File: src/pa_pkg.sv
// Shared constants and carrier types for the port A pin block
package pa_pkg;

  // ==========================================================================
  // Register byte addresses on the APB bus
  localparam logic [7:0] ADDR_VALUE = 8'h00;
  localparam logic [7:0] ADDR_DIR = 8'h04;
  localparam logic [7:0] ADDR_LATCH = 8'h08;
  localparam logic [7:0] ADDR_ODRAIN = 8'h0C;
  localparam logic [7:0] ADDR_SLEW = 8'h10;
  localparam logic [7:0] ADDR_THRESH = 8'h14;
  localparam logic [7:0] ADDR_ANALOG = 8'h18;
  localparam logic [7:0] ADDR_STEER = 8'h1C;
  localparam logic [7:0] ADDR_BITOP = 8'h20;

  // ==========================================================================
  // Implemented bit masks and reset values
  localparam logic [5:0] PIN_MASK = 6'h3F;
  localparam logic [5:0] OUT_MASK = 6'h37;
  localparam logic [5:0] ANA_MASK = 6'h17;
  localparam logic [5:0] DIR_RESET = 6'h3F;
  localparam logic [5:0] LATCH_RESET = 6'h00;
  localparam logic [5:0] ODRAIN_RESET = 6'h00;
  localparam logic [5:0] SLEW_RESET = 6'h37;
  localparam logic [5:0] THRESH_RESET = 6'h00;
  localparam logic [5:0] ANALOG_RESET = 6'h17;
  localparam logic [7:0] STEER_RESET = 8'h00;
  localparam logic [7:0] STEER_MASK_8PIN = 8'h69;
  localparam logic [7:0] STEER_MASK_14PIN = 8'h0A;
  localparam int INPUT_ONLY_PIN = 3;

  // ==========================================================================
  // Steering field positions
  localparam int WAVEGEN_A_PIN_SEL = 6;
  localparam int WAVEGEN_B_PIN_SEL = 5;
  localparam int TIMER1_GATE_PIN_SEL = 3;
  localparam int CAPCMP2_PIN_SEL = 1;
  localparam int CAPCMP1_PIN_SEL = 0;

  // ==========================================================================
  // Bit operation register fields
  localparam int BITOP_IDX_LSB = 0;
  localparam int BITOP_OP_LSB = 3;
  localparam logic [1:0] BITOP_CLEAR = 2'h0;
  localparam logic [1:0] BITOP_SET = 2'h1;
  localparam logic [1:0] BITOP_TOGGLE = 2'h2;

  // ==========================================================================
  // One peripheral output: enable (value override), value, direction override
  typedef struct packed {
    logic en;
    logic val;
    logic drv;
  } pa_src_t;

  // All peripheral outputs that may claim a port A pin
  typedef struct packed {
    pa_src_t dac;
    pa_src_t zcd;
    pa_src_t cmp1;
    pa_src_t clock_output_pin_fn;
    pa_src_t wg_a;
    pa_src_t wg_b;
    pa_src_t capcmp_unit_1;
    pa_src_t capcmp_unit_2;
  } pa_periph_t;

  // Pad controls for the six pins
  typedef struct packed {
    logic [5:0] out;
    logic [5:0] oe;
    logic [5:0] slew;
    logic [5:0] schmitt;
    logic [5:0] analog;
  } pa_pad_t;

endpackage : pa_pkg

File: src/pa_port_top.sv
// Port A general purpose I/O with alternate pin steering and APB registers
module pa_port_top #(
  parameter bit p_eight_pin = 1'b1
) (
  input wire logic i_clk_sys,
  input wire logic i_arst_n,
  input wire logic i_psel,
  input wire logic i_penable,
  input wire logic i_pwrite,
  input wire logic [7:0] i_paddr,
  input wire logic [31:0] i_pwdata,
  input wire logic [3:0] i_pstrb,
  output logic o_pready,
  output logic [31:0] o_prdata,
  output logic o_pslverr,
  input wire logic [5:0] i_pin_st,
  input wire logic [5:0] i_pin_ttl,
  input wire logic i_pin_c3,
  input wire pa_pkg::pa_periph_t i_periph,
  output pa_pkg::pa_pad_t o_pad,
  output pa_pkg::pa_src_t o_c3_src,
  output logic [5:0] o_pin_digital,
  output logic o_timer1_gate_in,
  output logic o_capcmp1_in,
  output logic o_capcmp2_in
);

  // ==========================================================================
  // State
  logic [5:0] dir_q, dir_d;
  logic [5:0] lat_q, lat_d;
  logic [5:0] od_q, od_d;
  logic [5:0] slew_q, slew_d;
  logic [5:0] thr_q, thr_d;
  logic [5:0] ana_q, ana_d;
  logic [7:0] steer_q, steer_d;
  logic pready_q, pready_d;
  logic pslverr_q, pslverr_d;
  logic [31:0] prdata_q, prdata_d;
  logic [5:0] st_s1_q, st_s2_q, ttl_s1_q, ttl_s2_q;
  logic c3_s1_q, c3_s2_q;
  logic [5:0] din;
  logic [5:0] pin_val, pin_drv;
  pa_pkg::pa_pad_t pad_q, pad_d;
  pa_pkg::pa_src_t c3_q, c3_d;
  logic [5:0] pdig_q, pdig_d;
  logic gate_q, gate_d, cc1_q, cc1_d, cc2_q, cc2_d;
  logic acc_wr, acc_rd;
  logic [7:0] steer_mask;

  assign steer_mask = p_eight_pin ? pa_pkg::STEER_MASK_8PIN : pa_pkg::STEER_MASK_14PIN;

  // ==========================================================================
  // Address decode, shared by read and write paths
  function automatic logic addr_known(input logic [7:0] a);
    addr_known = (a == pa_pkg::ADDR_VALUE) || (a == pa_pkg::ADDR_DIR) ||
                 (a == pa_pkg::ADDR_LATCH) || (a == pa_pkg::ADDR_ODRAIN) ||
                 (a == pa_pkg::ADDR_SLEW) || (a == pa_pkg::ADDR_THRESH) ||
                 (a == pa_pkg::ADDR_ANALOG) || (a == pa_pkg::ADDR_STEER) ||
                 (a == pa_pkg::ADDR_BITOP);
  endfunction : addr_known

  // ==========================================================================
  // Output priority per pin; latch is the fallback (en low)
  function automatic pa_pkg::pa_src_t pin_pick(input int idx, input logic eight,
                                               input logic [7:0] st,
                                               input pa_pkg::pa_periph_t p,
                                               input logic lat);
    pa_pkg::pa_src_t r;
    r = '{en: 1'b0, val: lat, drv: 1'b0};
    unique case (idx)
      0:
      begin
        if (p.dac.en) r = p.dac;
        else if (eight && !st[pa_pkg::WAVEGEN_B_PIN_SEL] && p.wg_b.en) r = p.wg_b;
        else if (eight && p.capcmp_unit_2.en) r = p.capcmp_unit_2;
      end
      1:
      begin
        if (p.zcd.en) r = p.zcd;
      end
      2:
      begin
        if (eight && !st[pa_pkg::WAVEGEN_A_PIN_SEL] && p.wg_a.en) r = p.wg_a;
        else if (p.cmp1.en) r = p.cmp1;
        else if (eight && !st[pa_pkg::CAPCMP1_PIN_SEL] && p.capcmp_unit_1.en) r = p.capcmp_unit_1;
      end
      4:
      begin
        if (p.clock_output_pin_fn.en) r = p.clock_output_pin_fn;
        else if (eight && st[pa_pkg::WAVEGEN_B_PIN_SEL] && p.wg_b.en) r = p.wg_b;
      end
      5:
      begin
        if (eight && st[pa_pkg::WAVEGEN_A_PIN_SEL] && p.wg_a.en) r = p.wg_a;
        else if (eight && st[pa_pkg::CAPCMP1_PIN_SEL] && p.capcmp_unit_1.en) r = p.capcmp_unit_1;
        else if (!eight && st[pa_pkg::CAPCMP2_PIN_SEL] && p.capcmp_unit_2.en) r = p.capcmp_unit_2;
      end
      default:
      begin
        r = '{en: 1'b0, val: 1'b0, drv: 1'b0};
      end
    endcase
    pin_pick = r;
  endfunction : pin_pick

  // ==========================================================================
  // Pin input synchronisers
  always_ff @(posedge i_clk_sys or negedge i_arst_n)
  begin
    if (!i_arst_n)
    begin
      st_s1_q <= 6'h00;
      st_s2_q <= 6'h00;
      ttl_s1_q <= 6'h00;
      ttl_s2_q <= 6'h00;
      c3_s1_q <= 1'b0;
      c3_s2_q <= 1'b0;
    end
    else
    begin
      st_s1_q <= i_pin_st;
      st_s2_q <= st_s1_q;
      ttl_s1_q <= i_pin_ttl;
      ttl_s2_q <= ttl_s1_q;
      c3_s1_q <= i_pin_c3;
      c3_s2_q <= c3_s1_q;
    end
  end

  // Threshold pick then analog gating of the digital input path
  assign din = (thr_q & st_s2_q | ~thr_q & ttl_s2_q) & ~ana_q;

  // ==========================================================================
  // Per-pin source resolution
  for (genvar g = 0; g < 6; g++)
  begin : g_pin
    pa_pkg::pa_src_t w;
    assign w = pin_pick(g, p_eight_pin, steer_q, i_periph, lat_q[g]);
    assign pin_val[g] = w.val;
    // Direction or a peripheral override enables the driver, analog or not, on every pin but a3
    assign pin_drv[g] = (g != pa_pkg::INPUT_ONLY_PIN) && (!dir_q[g] || (w.en && w.drv));
  end

  // ==========================================================================
  // APB slave and register next state
  assign acc_wr = i_psel && i_penable && pready_q && i_pwrite && i_pstrb[0] &&
                  addr_known(i_paddr);
  assign acc_rd = i_psel && i_penable && !pready_q;

  always_comb
  begin
    logic [5:0] base;
    logic [2:0] idx;
    base = 6'h00;
    idx = 3'h0;
    dir_d = dir_q;
    lat_d = lat_q;
    od_d = od_q;
    slew_d = slew_q;
    thr_d = thr_q;
    ana_d = ana_q;
    steer_d = steer_q;
    pready_d = 1'b0;
    pslverr_d = 1'b0;
    prdata_d = prdata_q;
    // Access phase first cycle: prepare answer, one wait state
    if (acc_rd)
    begin
      pready_d = 1'b1;
      pslverr_d = !addr_known(i_paddr);
      prdata_d = 32'h0000_0000;
      if (!i_pwrite)
      begin
        unique case (i_paddr)
          pa_pkg::ADDR_VALUE: prdata_d[5:0] = din;
          pa_pkg::ADDR_DIR: prdata_d[5:0] = dir_q | 6'h08;
          pa_pkg::ADDR_LATCH: prdata_d[5:0] = lat_q & pa_pkg::OUT_MASK;
          pa_pkg::ADDR_ODRAIN: prdata_d[5:0] = od_q;
          pa_pkg::ADDR_SLEW: prdata_d[5:0] = slew_q;
          pa_pkg::ADDR_THRESH: prdata_d[5:0] = thr_q;
          pa_pkg::ADDR_ANALOG: prdata_d[5:0] = ana_q;
          pa_pkg::ADDR_STEER: prdata_d[7:0] = steer_q;
          default: prdata_d = 32'h0000_0000;
        endcase
      end
    end
    // Write takes effect at the edge that samples pready high
    if (acc_wr)
    begin
      unique case (i_paddr)
        pa_pkg::ADDR_VALUE, pa_pkg::ADDR_LATCH: lat_d = i_pwdata[5:0] & pa_pkg::OUT_MASK;
        pa_pkg::ADDR_DIR: dir_d = i_pwdata[5:0] | 6'h08;
        pa_pkg::ADDR_ODRAIN: od_d = i_pwdata[5:0] & pa_pkg::OUT_MASK;
        pa_pkg::ADDR_SLEW: slew_d = i_pwdata[5:0] & pa_pkg::OUT_MASK;
        pa_pkg::ADDR_THRESH: thr_d = i_pwdata[5:0] & pa_pkg::PIN_MASK;
        pa_pkg::ADDR_ANALOG: ana_d = i_pwdata[5:0] & pa_pkg::ANA_MASK;
        pa_pkg::ADDR_STEER: steer_d = i_pwdata[7:0] & steer_mask;
        pa_pkg::ADDR_BITOP:
        begin
          // Read pins, change one bit (op 3 changes none), store into the latch only for an index below 6
          base = din;
          idx = i_pwdata[pa_pkg::BITOP_IDX_LSB +: 3];
          if (idx < 3'h6)
          begin
            unique case (i_pwdata[pa_pkg::BITOP_OP_LSB +: 2])
              pa_pkg::BITOP_CLEAR: base[idx] = 1'b0;
              pa_pkg::BITOP_SET: base[idx] = 1'b1;
              pa_pkg::BITOP_TOGGLE: base[idx] = !base[idx];
              default: base = base;
            endcase
            lat_d = base & pa_pkg::OUT_MASK;
          end
        end
        default: lat_d = lat_q;
      endcase
    end
  end

  always_ff @(posedge i_clk_sys or negedge i_arst_n)
  begin
    if (!i_arst_n)
    begin
      dir_q <= pa_pkg::DIR_RESET;
      lat_q <= pa_pkg::LATCH_RESET;
      od_q <= pa_pkg::ODRAIN_RESET;
      slew_q <= pa_pkg::SLEW_RESET;
      thr_q <= pa_pkg::THRESH_RESET;
      ana_q <= pa_pkg::ANALOG_RESET;
      steer_q <= pa_pkg::STEER_RESET;
      pready_q <= 1'b0;
      pslverr_q <= 1'b0;
      prdata_q <= 32'h0000_0000;
    end
    else
    begin
      dir_q <= dir_d;
      lat_q <= lat_d;
      od_q <= od_d;
      slew_q <= slew_d;
      thr_q <= thr_d;
      ana_q <= ana_d;
      steer_q <= steer_d;
      pready_q <= pready_d;
      pslverr_q <= pslverr_d;
      prdata_q <= prdata_d;
    end
  end

  // ==========================================================================
  // Pad and steered-input next values
  always_comb
  begin
    pad_d.out = od_q & 6'h00 | ~od_q & pin_val;
    pad_d.oe = pin_drv & (~od_q | ~pin_val);
    pad_d.slew = slew_q;
    pad_d.schmitt = thr_q;
    pad_d.analog = ana_q;
    pdig_d = din;
    gate_d = steer_q[pa_pkg::TIMER1_GATE_PIN_SEL] ? din[3] : din[4];
    cc1_d = (p_eight_pin && steer_q[pa_pkg::CAPCMP1_PIN_SEL]) ? din[5] : din[2];
    c3_d = '{en: 1'b0, val: 1'b0, drv: 1'b0};
    if (p_eight_pin)
      cc2_d = din[0];
    else if (steer_q[pa_pkg::CAPCMP2_PIN_SEL])
      cc2_d = din[5];
    else
    begin
      cc2_d = c3_s2_q;
      c3_d = i_periph.capcmp_unit_2;
    end
  end

  always_ff @(posedge i_clk_sys or negedge i_arst_n)
  begin
    if (!i_arst_n)
    begin
      pad_q <= '{out: 6'h00, oe: 6'h00, slew: pa_pkg::SLEW_RESET,
                 schmitt: pa_pkg::THRESH_RESET, analog: pa_pkg::ANALOG_RESET};
      c3_q <= '{en: 1'b0, val: 1'b0, drv: 1'b0};
      pdig_q <= 6'h00;
      gate_q <= 1'b0;
      cc1_q <= 1'b0;
      cc2_q <= 1'b0;
    end
    else
    begin
      pad_q <= pad_d;
      c3_q <= c3_d;
      pdig_q <= pdig_d;
      gate_q <= gate_d;
      cc1_q <= cc1_d;
      cc2_q <= cc2_d;
    end
  end

  assign o_pready = pready_q;
  assign o_prdata = prdata_q;
  assign o_pslverr = pslverr_q;
  assign o_pad = pad_q;
  assign o_c3_src = c3_q;
  assign o_pin_digital = pdig_q;
  assign o_timer1_gate_in = gate_q;
  assign o_capcmp1_in = cc1_q;
  assign o_capcmp2_in = cc2_q;
endmodule : pa_port_top
File: config.mk
export PLATFORM = sky130hd
export DESIGN_NAME = pa_port_top
export DESIGN_NICKNAME = d
export VERILOG_FILES = /design/src/pa_pkg.sv /design/src/pa_port_top.sv
export SDC_FILE = /design/constraint.sdc
export NUM_CORES = 1
export LEC_CHECK = 0
export BUFFER_PORTS_ARGS = -buffer_cell sky130_fd_sc_hd__buf_4
export CORE_MARGIN = 5
export CORE_UTILIZATION = 45
export DETAILED_ROUTE_END_ITERATION = 16
export PLACE_DENSITY = 0.8
export SLEW_MARGIN = 0
export SYNTH_ARGS = -nofsm -noshare
export SYNTH_HDL_FRONTEND = slang
export SYNTH_SLANG_ARGS = --single-unit
File: constraint.sdc
create_clock -name i_clk_sys -period 1.9 [get_ports i_clk_sys]
set_input_delay 0.285 -clock i_clk_sys [delete_from_list [all_inputs] [get_ports i_clk_sys]]
set_output_delay 0.285 -clock i_clk_sys [all_outputs]
set_load 0.1 [all_outputs]
# [Yosys cells after proc, flatten, opt, wreduce, memory -nomap -nowiden]
# Cells that the tools add are included.
[classes] magnitude_cmp=3 n_eq_ne=11 muxes=26 bitwise_logic=14 reduce_logical=53
[op_table] cell="$pmux 6 s8" n=1
[op_table] cell="$and 6x6->6" n=6
[op_table] cell="$mux 3" n=11
[op_table] cell="$eq 8x5->1 const B" n=4
[op_table] cell="$not 6->6" n=4
[op_table] cell="$logic_and 1x1->1" n=18
[op_table] cell="$or 6x6->6" n=3
[op_table] cell="$pmux 6 s3" n=1
[op_table] cell="$eq 8x4->1 const B" n=2
[op_table] cell="$logic_or 1x1->1" n=13
[op_table] cell="$pmux 6 s2" n=1
[op_table] cell="$reduce_and 2->1" n=6
[op_table] cell="$logic_not 1->1" n=11
[op_table] cell="$eq 8x3->1 const B" n=1
[op_table] cell="$eq 8x6->1 const B" n=1
[op_table] cell="$logic_not 8->1" n=1
[op_table] cell="$mux 8" n=1
[op_table] cell="$mux 1" n=7
[op_table] cell="$bwmux 6" n=1
[op_table] cell="$mux 6" n=1
[op_table] cell="$not 5->6" n=1
[op_table] cell="$lt 3x4->1 const B" n=1
[op_table] cell="$bmux 1 s3" n=1
[op_table] cell="$demux 1 s3" n=1
[op_table] cell="9 further kinds" n=9
[totals] reg_bits=129 input_bits=86 output_inout_bits=76 elab_cells=130

# [Logic depth before layout (Yosys ltp)]
# Gate-level depths: netlist (run 1).
[logic_depth] depth_word=11 mapped_depth=7 mapped_depth_nobuf=5

# [Worst setup path before layout (run 1)]
# OpenSTA, ideal clock, no wires.
[synth_path] kind="register to register" start="register pready_q, in the netlist o_pready" end="register thr_q[3]" setup_time_ns=0.125 arrival_time_ns=2.371 required_ns=1.775 slack_ns=-0.595 path_stages_with_launch=5 n_path_buf=0 synth_period_minus_slack_ns=2.495 cell_sequence="dfrtp_1 -> nand4_1 -> or2_2 -> a2111oi_4 -> mux2_2"
[synth_between] elab_chain_len=5
[synth_lines] element="from (decl)" line_no="pa_port_top.sv:37" rtl="logic pready_q, pready_d;"
[synth_lines] element="from (signal assigned)" line_no="pa_port_top.sv:244" rtl="pready_q <= pready_d;"
[synth_lines] element="$logic_and 1x1->1 (4 in a row)" line_no="pa_port_top.sv:147" rtl="assign acc_wr = i_psel && i_penable && pready_q && i_pwrite && i_pstrb[0] &&"
[synth_lines] element="$reduce_and 2->1 (no source line)"
[synth_lines] element="to (signal assigned)" line_no="pa_port_top.sv:228" rtl="thr_q <= pa_pkg::THRESH_RESET;"
[synth_lines] element="to (signal assigned)" line_no="pa_port_top.sv:241" rtl="thr_q <= thr_d;"
[synth_lines] element="to (decl)" line_no="pa_port_top.sv:34" rtl="logic [5:0] thr_q, thr_d;"
# Every way passes these cells.
# A chain may end at the register's enable or synchronous reset.

# [Worst setup path after layout (run 1)]
[layout_path] start="register pready_q, in the netlist o_pready" end="register steer_q[0]"
[layout_between] elab_chain_len=5
[layout_lines] element="$logic_and 1x1->1 (4 in a row)" line_no="pa_port_top.sv:147"
[layout_lines] element="$reduce_and 2->1 (no source line)"
[layout_lines] element="to (signal assigned)" line_no="pa_port_top.sv:230" rtl="steer_q <= pa_pkg::STEER_RESET;"
[layout_lines] element="to (signal assigned)" line_no="pa_port_top.sv:243" rtl="steer_q <= steer_d;"
[layout_lines] element="to (decl)" line_no="pa_port_top.sv:36" rtl="logic [7:0] steer_q, steer_d;"
# Every way passes these cells.

==> metrics.md, run 1 <==
| Metric | Value |
|---|---|
| Final GP Congestion | 0.873 |
| Initial antenna violation count | 0 |
| Crit. path cell count | 5 |
| Max incr delay on CP | 430 ps |
| Final Hold Viols | 0 |
| Post-Route WL | 11500 um |
| Final min period | 1790 ps |
| Arrival time of the worst setup path | about 2100 ps |
| Max IR drop VDD | 0.000435 V |
| WP data required | ~2200 ps |
| First-pass GRT wire length | 18200 um |
| Most frequent cell after synthesis | dfrtp_1 |
| Setup crit end kind | register |
| Core Area | slightly below 0.01 mm2 |
| Status | completed |
| TritonRoute pass-1 iters | 5 |
| Die footprint | between 0.01 and 0.015 mm2 |
| Synth area leader | dfrtp_1 |
| CTS H-tree depth | 3 |
| Max Clk Rate | 557 MHz |
| CP top delay family | simple AND/OR/NAND/NOR gates |
| Power density of the placed cells | 768 mW/mm2 |
| Post-Syn Instances | 377 |
| Max Cap Viol | 0 |
| Final Util | 60.3% |
| Port Buffer Count | 99 |
| Top area cells in the synthesized netlist | dfrtp_1 43%, dfstp_2 13%, mux2_2 8.2%, buf_4 5.7%, mux2i_1 3.8% |
| CP Max Fanout | 4 |
| CTS max path bufs | 2 |
| RSZ-0062 raised after global routing | false |
| Max Clock Skew | 18.0 ps |
| Critical path capture point | steer_q[0]$_DFFE_PN0P_ |
| CTS tree | yes |
| Largest net degree at the start of global routing | 52 |
| Synth top area share | 42.7% |
| Worst Setup SP | o_pready$_DFF_PN0_ |
| Post-synth EDFFs | 0 |
| Vias | roughly 3400 |
| Syn Std Cell Area | 0.00452 mm2 |
| Final antenna-violating net count | 0 |
| Initial core utilization | 46.2% |
| Setup CP Type | register to register |
| Number of global-route vias before repair | 3439 |
| Crit-path cells | nand4_1 > or2_4 > nor4_4 > buf_4 > mux2_2 |
| Pleak | roughly 2.8 nW |
| GRT Util Overall | between 20% and 30% |
| Final setup violation count | 0 |
| Synth warnings | 0 |
| Hold WC Path Type | primary input to register |
| Reg-to-reg startpoint | o_pready$_DFF_PN0_ |
| Syn Area/Cell | 12.0 um2 |
| Fillcell total | 826 |
| CTS Root Buffer Type | clkbuf_8 |
| Fin Setup TNS | 0 ps |
| Horiz. Die Dim | 110 um |
| Floorplan row count | 36 |
| Synth-to-Final Area Change | 30.6% |
| Worst reg2reg path depth | 5 |
| CTS sink cnt | 100 |
| Routed vias/inst | 5.16 |
| Top-level port count | 162 |
| Total CTS buffers | 9 |
| Crit path launch type | register |
| GRT overflow | 0 |
| DRC errors left | 0 |
| Reg2reg setup slack | approximately 110 ps |
| Diode count | 0 |
| Most used DFF post-synth | dfrtp_1 |
| Unique cell type count in the Yosys netlist | 59 |
| Synthesis-stage register bit count | 100 |
| Fraction of layout cells with a size suffix above 1 | 42.3% |
| DR WL/cell | 17.6 um |
| DR iter-0 viols | 209 |
| Synth top cells by count | 77 x dfrtp_1, 34 x buf_4, 33 x mux2_2 |
| Vert. Die Dim | 110 um |
| Count of pins over their slew limit | 0 |
| Worst path bufs/invs | 1 |
| CP max-delay cell | dfrtp_4 |
| HPWL after DPL | 8680 um |
| Post-synth ARST share | 100% |
| Clock transition at the registers of the reported paths | approximately 90 ps |
| Clk_lat worst skew | 380 ps |
| Layout net count | 603 |
| Post-synthesis sequential area ratio | 56.0% |
| Tcrit/Tclk final | 94.5% |
| R2R Path End | steer_q[0]$_DFFE_PN0P_ |
## per-stage QoR
stage | power, W | area [um2] | hold slack [ps] | setup WS (ps) | cells
6_report | 0.00453 | 5900 | 21.7 | 105 | 655
3_5_place_dp | 0.00305 | 5570 | 152 | -274 | 630
5_1_grt | 0.00473 | 5900 | 1.12 | 25.0 | 655
3_3_place_gp | 0.00304 | 5570 | 150 | -241 | 630
2_1_floorplan | 0.00284 | 4680 | -10.6 | -84.5 | 409
4_1_cts | 0.00457 | 5890 | 1.18 | 87.5 | 655
## per-layer routing
layer | GRT usage (%) | routed length [um] | vias to the layer above
li1 | - | - | 1579
met1 | 27.9 | 4750 | 1634
met3 | 3.61 | 1010 | 17
met2 | 30.9 | 5620 | 149
met5 | 0 | 0 | -
met4 | 8.53 | 174 | 0
## cells in the final DEF (no fill, tap or decap), types with 4 or more instances in the layout
cell,instances
dfrtp_1,76
a211oi_1,6
clkbuf_8,10
nand2b_1,5
dfstp_2,23
conb_1,33
mux2i_1,17
nand2_1,19
dlygate4sd3_1,9
o21ai_0,10
nor2b_1,7
buf_4,137
a32oi_1,4
mux2_2,30
nor2_1,16
nand3_1,13
a31oi_1,5
inv_1,7
a21oi_1,15
## cell families (layout without fill, tap and decap cells)
kind of cell | Yosys count | count (layout) | synth area share (%)
AOI/OAI and AO/OA | 71 | 71 | 11.4
buffers and inverters | 58 | 171 | 7.67
DFF | 100 | 100 | 56.0
muxes | 51 | 51 | 12.5
other | 1 | 33 | 0.0830
and+or+nand+nor | 96 | 96 | 12.3
## repair_timing
item,in CTS,in global routing
gates resized for setup,0,1
setup buffers,0,0
hold buffers,9,0
endpoints found under the hold margin,19,0
setup endpoints to repair,0,2
## state kept, by name, summed over array words and instances (netlist names), 6 cells and up
signal	flops
o_prdata	7
st_s2_q	6
o_pin_digital	6
thr_q	6
o_pad	25
st_s1_q	6
ttl_s2_q	6
ttl_s1_q	6
## layout make-up
type / instances / area (um2) / share of cell area, %
clock buffer: 10 / 138 / 2.33
clock inverter: 6 / 86.3 / 1.46
inverter: 8 / 30.0 / 0.509
multi-input combinational: 251 / 1800 / 30.6
sequential: 100 / 2530 / 43.0
tap: 133 / 166 / 2.82
timing repair buffer: 147 / 1140 / 19.3
## how the worst min path moves through the flow
stage / depth (start not counted) / to / from
finish: 1 / ttl_s1_q[0]$_DFF_PN0_ / i_pin_ttl[0]
detailed placement: 1 / o_pad[22]$_DFF_PN0_ / i_arst_n
global route: 1 / ttl_s1_q[4]$_DFF_PN0_ / i_pin_ttl[4]
CTS: 1 / st_s1_q[0]$_DFF_PN0_ / i_pin_st[0]
global placement: 1 / o_pad[28]$_DFF_PN0_ / i_arst_n
floorplan: 0 / lat_q[0]$_DFFE_PN0P_ / i_arst_n
## where the power goes
group | switching (W) | leakage, nW | internal, W
Combinational | 0.000638 | 1.45 | 0.000194
Clock | 0.000730 | 0.113 | 0.000777
Sequential | 0.0000144 | 1.20 | 0.00218
Total | 0.00138 | 2.76 | 0.00315
(Power assumes the default switching activity.)
==> run 2: changes to the inputs <==
Settings changed: CORE_ASPECT_RATIO set to 1.5.
==> metrics.md, run 2 (same netlist as run 1, synthesis figures left out) <==
| Metric | Value |
|---|---|
| M3 GR Usage | roughly 5% |
| Sw Ratio | 30.0% |
| R2R Path End | steer_q[0]$_DFFE_PN0P_ |
| Floorplan row count | 44 |
| Largest register FFs | 25 |
| Hold Path Stages | 1 |
| DRC errors left | 0 |
| Internal cell power | 0.00328 W |
| Max Clk Rate | approximately 550 MHz |
| Final GP Congestion | 0.928 |
| Placed cells | 605 |
| Clk pwr share | 35.9% |
| TritonRoute pass-1 iters | 6 |
| Count of pins over their slew limit | 0 |
| Setup bufs post-CTS | 0 |
| Psw | 0.00141 W |
| Largest net degree at the start of global routing | 45 |
| RSZ-0062 raised after global routing | false |
| WP data required | 2120 ps |
| Hold WC Path Type | primary input to register |
| Total CTS buffers | 9 |
| Setup CP Type | primary input to register |
| Initial antenna violation count | 0 |
| Initial core utilization | 46.4% |
| Status | completed |
| Setup slack after layout | 74.8 ps |
| Rel. slew slack | 64.8% |
| Clock transition at the registers of the reported paths | 60 ps |
| Tcrit/Tclk final | 96.1% |
| Worst reg2reg path depth | 5 |
| Most common cell after layout, fill and taps aside | buf_4 |
| Vias | 3408 |
| Pwr Total | 0.00469 W |
| Final setup violation count | 0 |
| First-pass GRT wire length | ~18000 um |
| Most frequent cells in the layout | 130 x buf_4, 76 x dfrtp_1, 33 x conb_1 |
| Max IR drop VDD | approximately 0.00054 V |
| HPWL after DPL | 8620 um |
| Final antenna-violating net count | 0 |
| CP Max Fanout | 6 |
| Power density of the placed cells | 810 mW/mm2 |
| CTS sink cnt | 100 |
| Crit-path cells | buf_4 > or4_4 > nor4_2 > buf_4 > and4_2 > mux2_2 |
| Die footprint | 0.0122 mm2 |
| Max incr delay on CP | 570 ps |
| Critical Path Most Common Cell | buf_4 |
| Diode count | 0 |
| Layout net count | 588 |
| Number of global-route vias before repair | 3482 |
| Fraction of layout cells with a size suffix above 1 | between 40% and 50% |
| CTS Root Buffer Type | clkbuf_16 |
| CP max-delay cell | or4_4 |
| Crit path launch type | primary input |
| Final Hold Viols | 0 |
| Pleak | approximately 2.7 nW |
| Max Cap Viol | 0 |
| Reg-to-reg startpoint | o_pready$_DFF_PN0_ |
| Synth-to-Final Area Change | 28.1% |
| Non-Filler Instances | 622 |
| GRT overflow | 0 |
| Reg2reg setup slack | 90 ps |
| Hold path startpoint | i_pin_ttl[4] |
| Port Buffer Count | between 90 and 100 |
| Hold Path Sink | ttl_s1_q[4]$_DFF_PN0_ |
| DR iter-0 viols | around 210 |
| Met1 Use GR | about a fifth |
| Top-level port count | about 160 |
| GRT Util Overall | 18.6% |
| CTS tree | yes |
| Clk_lat worst skew | 340 ps |
| Max Clock Skew | 4.02 ps |
| Comb pwr share | between 10% and 20% |
| Sequential share of power | 46.8% |
| Vert. Die Dim | 133 um |
| Setup WS pre-CTS | -332 ps |
| Post-Route WL | around 11000 um |
| Most Used Layer, Global Route | met2 |
| CTS H-tree depth | 3 |
| Core Area | 0.00974 mm2 |
| DR WL/cell | between 15 and 20 um |
| Horiz. Die Dim | 91.8 um |
| Setup crit end kind | register |
| Final min period | ~1800 ps |
| Routed vias/inst | around 5.5 |
| GR Layer Usage met2 | 31.8% |
| Final Util | about three fifths |
| Arrival time of the worst setup path | 2050 ps |
| CTS max path bufs | 2 |
| Worst Tran Pin Value | 513 ps |
## run 2: cell count changes in the layout (fill, tap and decap cells not counted), sizes merged
cell,previous run,this run
clkinvlp,1,2
dlygate4sd3,9,1
buf,138,131
clkinv,3,4
bufinv,2,0
## run 2: power groups by stage
stage          combinational (W)  sequential, W  clock [W]
3_5_place_dp            0.000810        0.00223          0
6_report                0.000814        0.00219    0.00168
4_1_cts                 0.000813        0.00219    0.00172
5_1_grt                 0.000851        0.00220    0.00183
3_3_place_gp            0.000799        0.00223          0
2_1_floorplan           0.000476        0.00236          0
## run 2: area by class of cell
cell class	count	area, um2
Fill cell	780	3960
Sequential cell	100	2530
Multi-Input combinational cell	251	1800
Timing Repair Buffer	132	1010
Clock buffer	10	239
Tap cell	115	144
Clock inverter	6	38.8
Inverter	8	30.0
## run 2: per-stage QoR
stage | cell area (um2) | TNS [ps] | hold WS, ps
2_1_floorplan | 4680 | -1070 | -10.6
3_3_place_gp | 5500 | -5070 | 294
3_5_place_dp | 5500 | -5640 | 305
4_1_cts | 5790 | 0 | 33.3
5_1_grt | 5790 | 0 | 32.7
6_report | 5790 | 0 | 48.8
## run 2: layer usage
layer  wire, um  vias up
li1           -     1554
met1       4070     1668
met2       5940      169
met3        918       17
met4        250        0
met5          0        -
## run 2: timing repair
item                       in CTS  in global routing
hold endpoints to repair       39                  0
hold buffers                    1                  0
resized for setup               0                  1
setup endpoints to repair       0                  9
## run 2: critical path, delay by kind of cell
kind                   cells  cell delay (ps)
and+or+nand+nor            3             1130
buffers and inverters      2              280
muxes                      1              360
## run 2: worst max-delay path by stage
stage	from	to	slack (ps)	cells past startpoint
after floorplan	i_paddr[1]	lat_q[0]$_DFFE_PN0P_	-80	4
after global placement	i_paddr[1]	od_q[4]$_DFFE_PN0P_	-300	6
after detailed placement	i_paddr[1]	od_q[0]$_DFFE_PN0P_	-330	6
after CTS	i_paddr[1]	od_q[0]$_DFFE_PN0P_	30	6
after global routing	o_pready$_DFF_PN0_	steer_q[6]$_DFFE_PN0P_	9	5
final	i_paddr[1]	od_q[2]$_DFFE_PN0P_	70	6
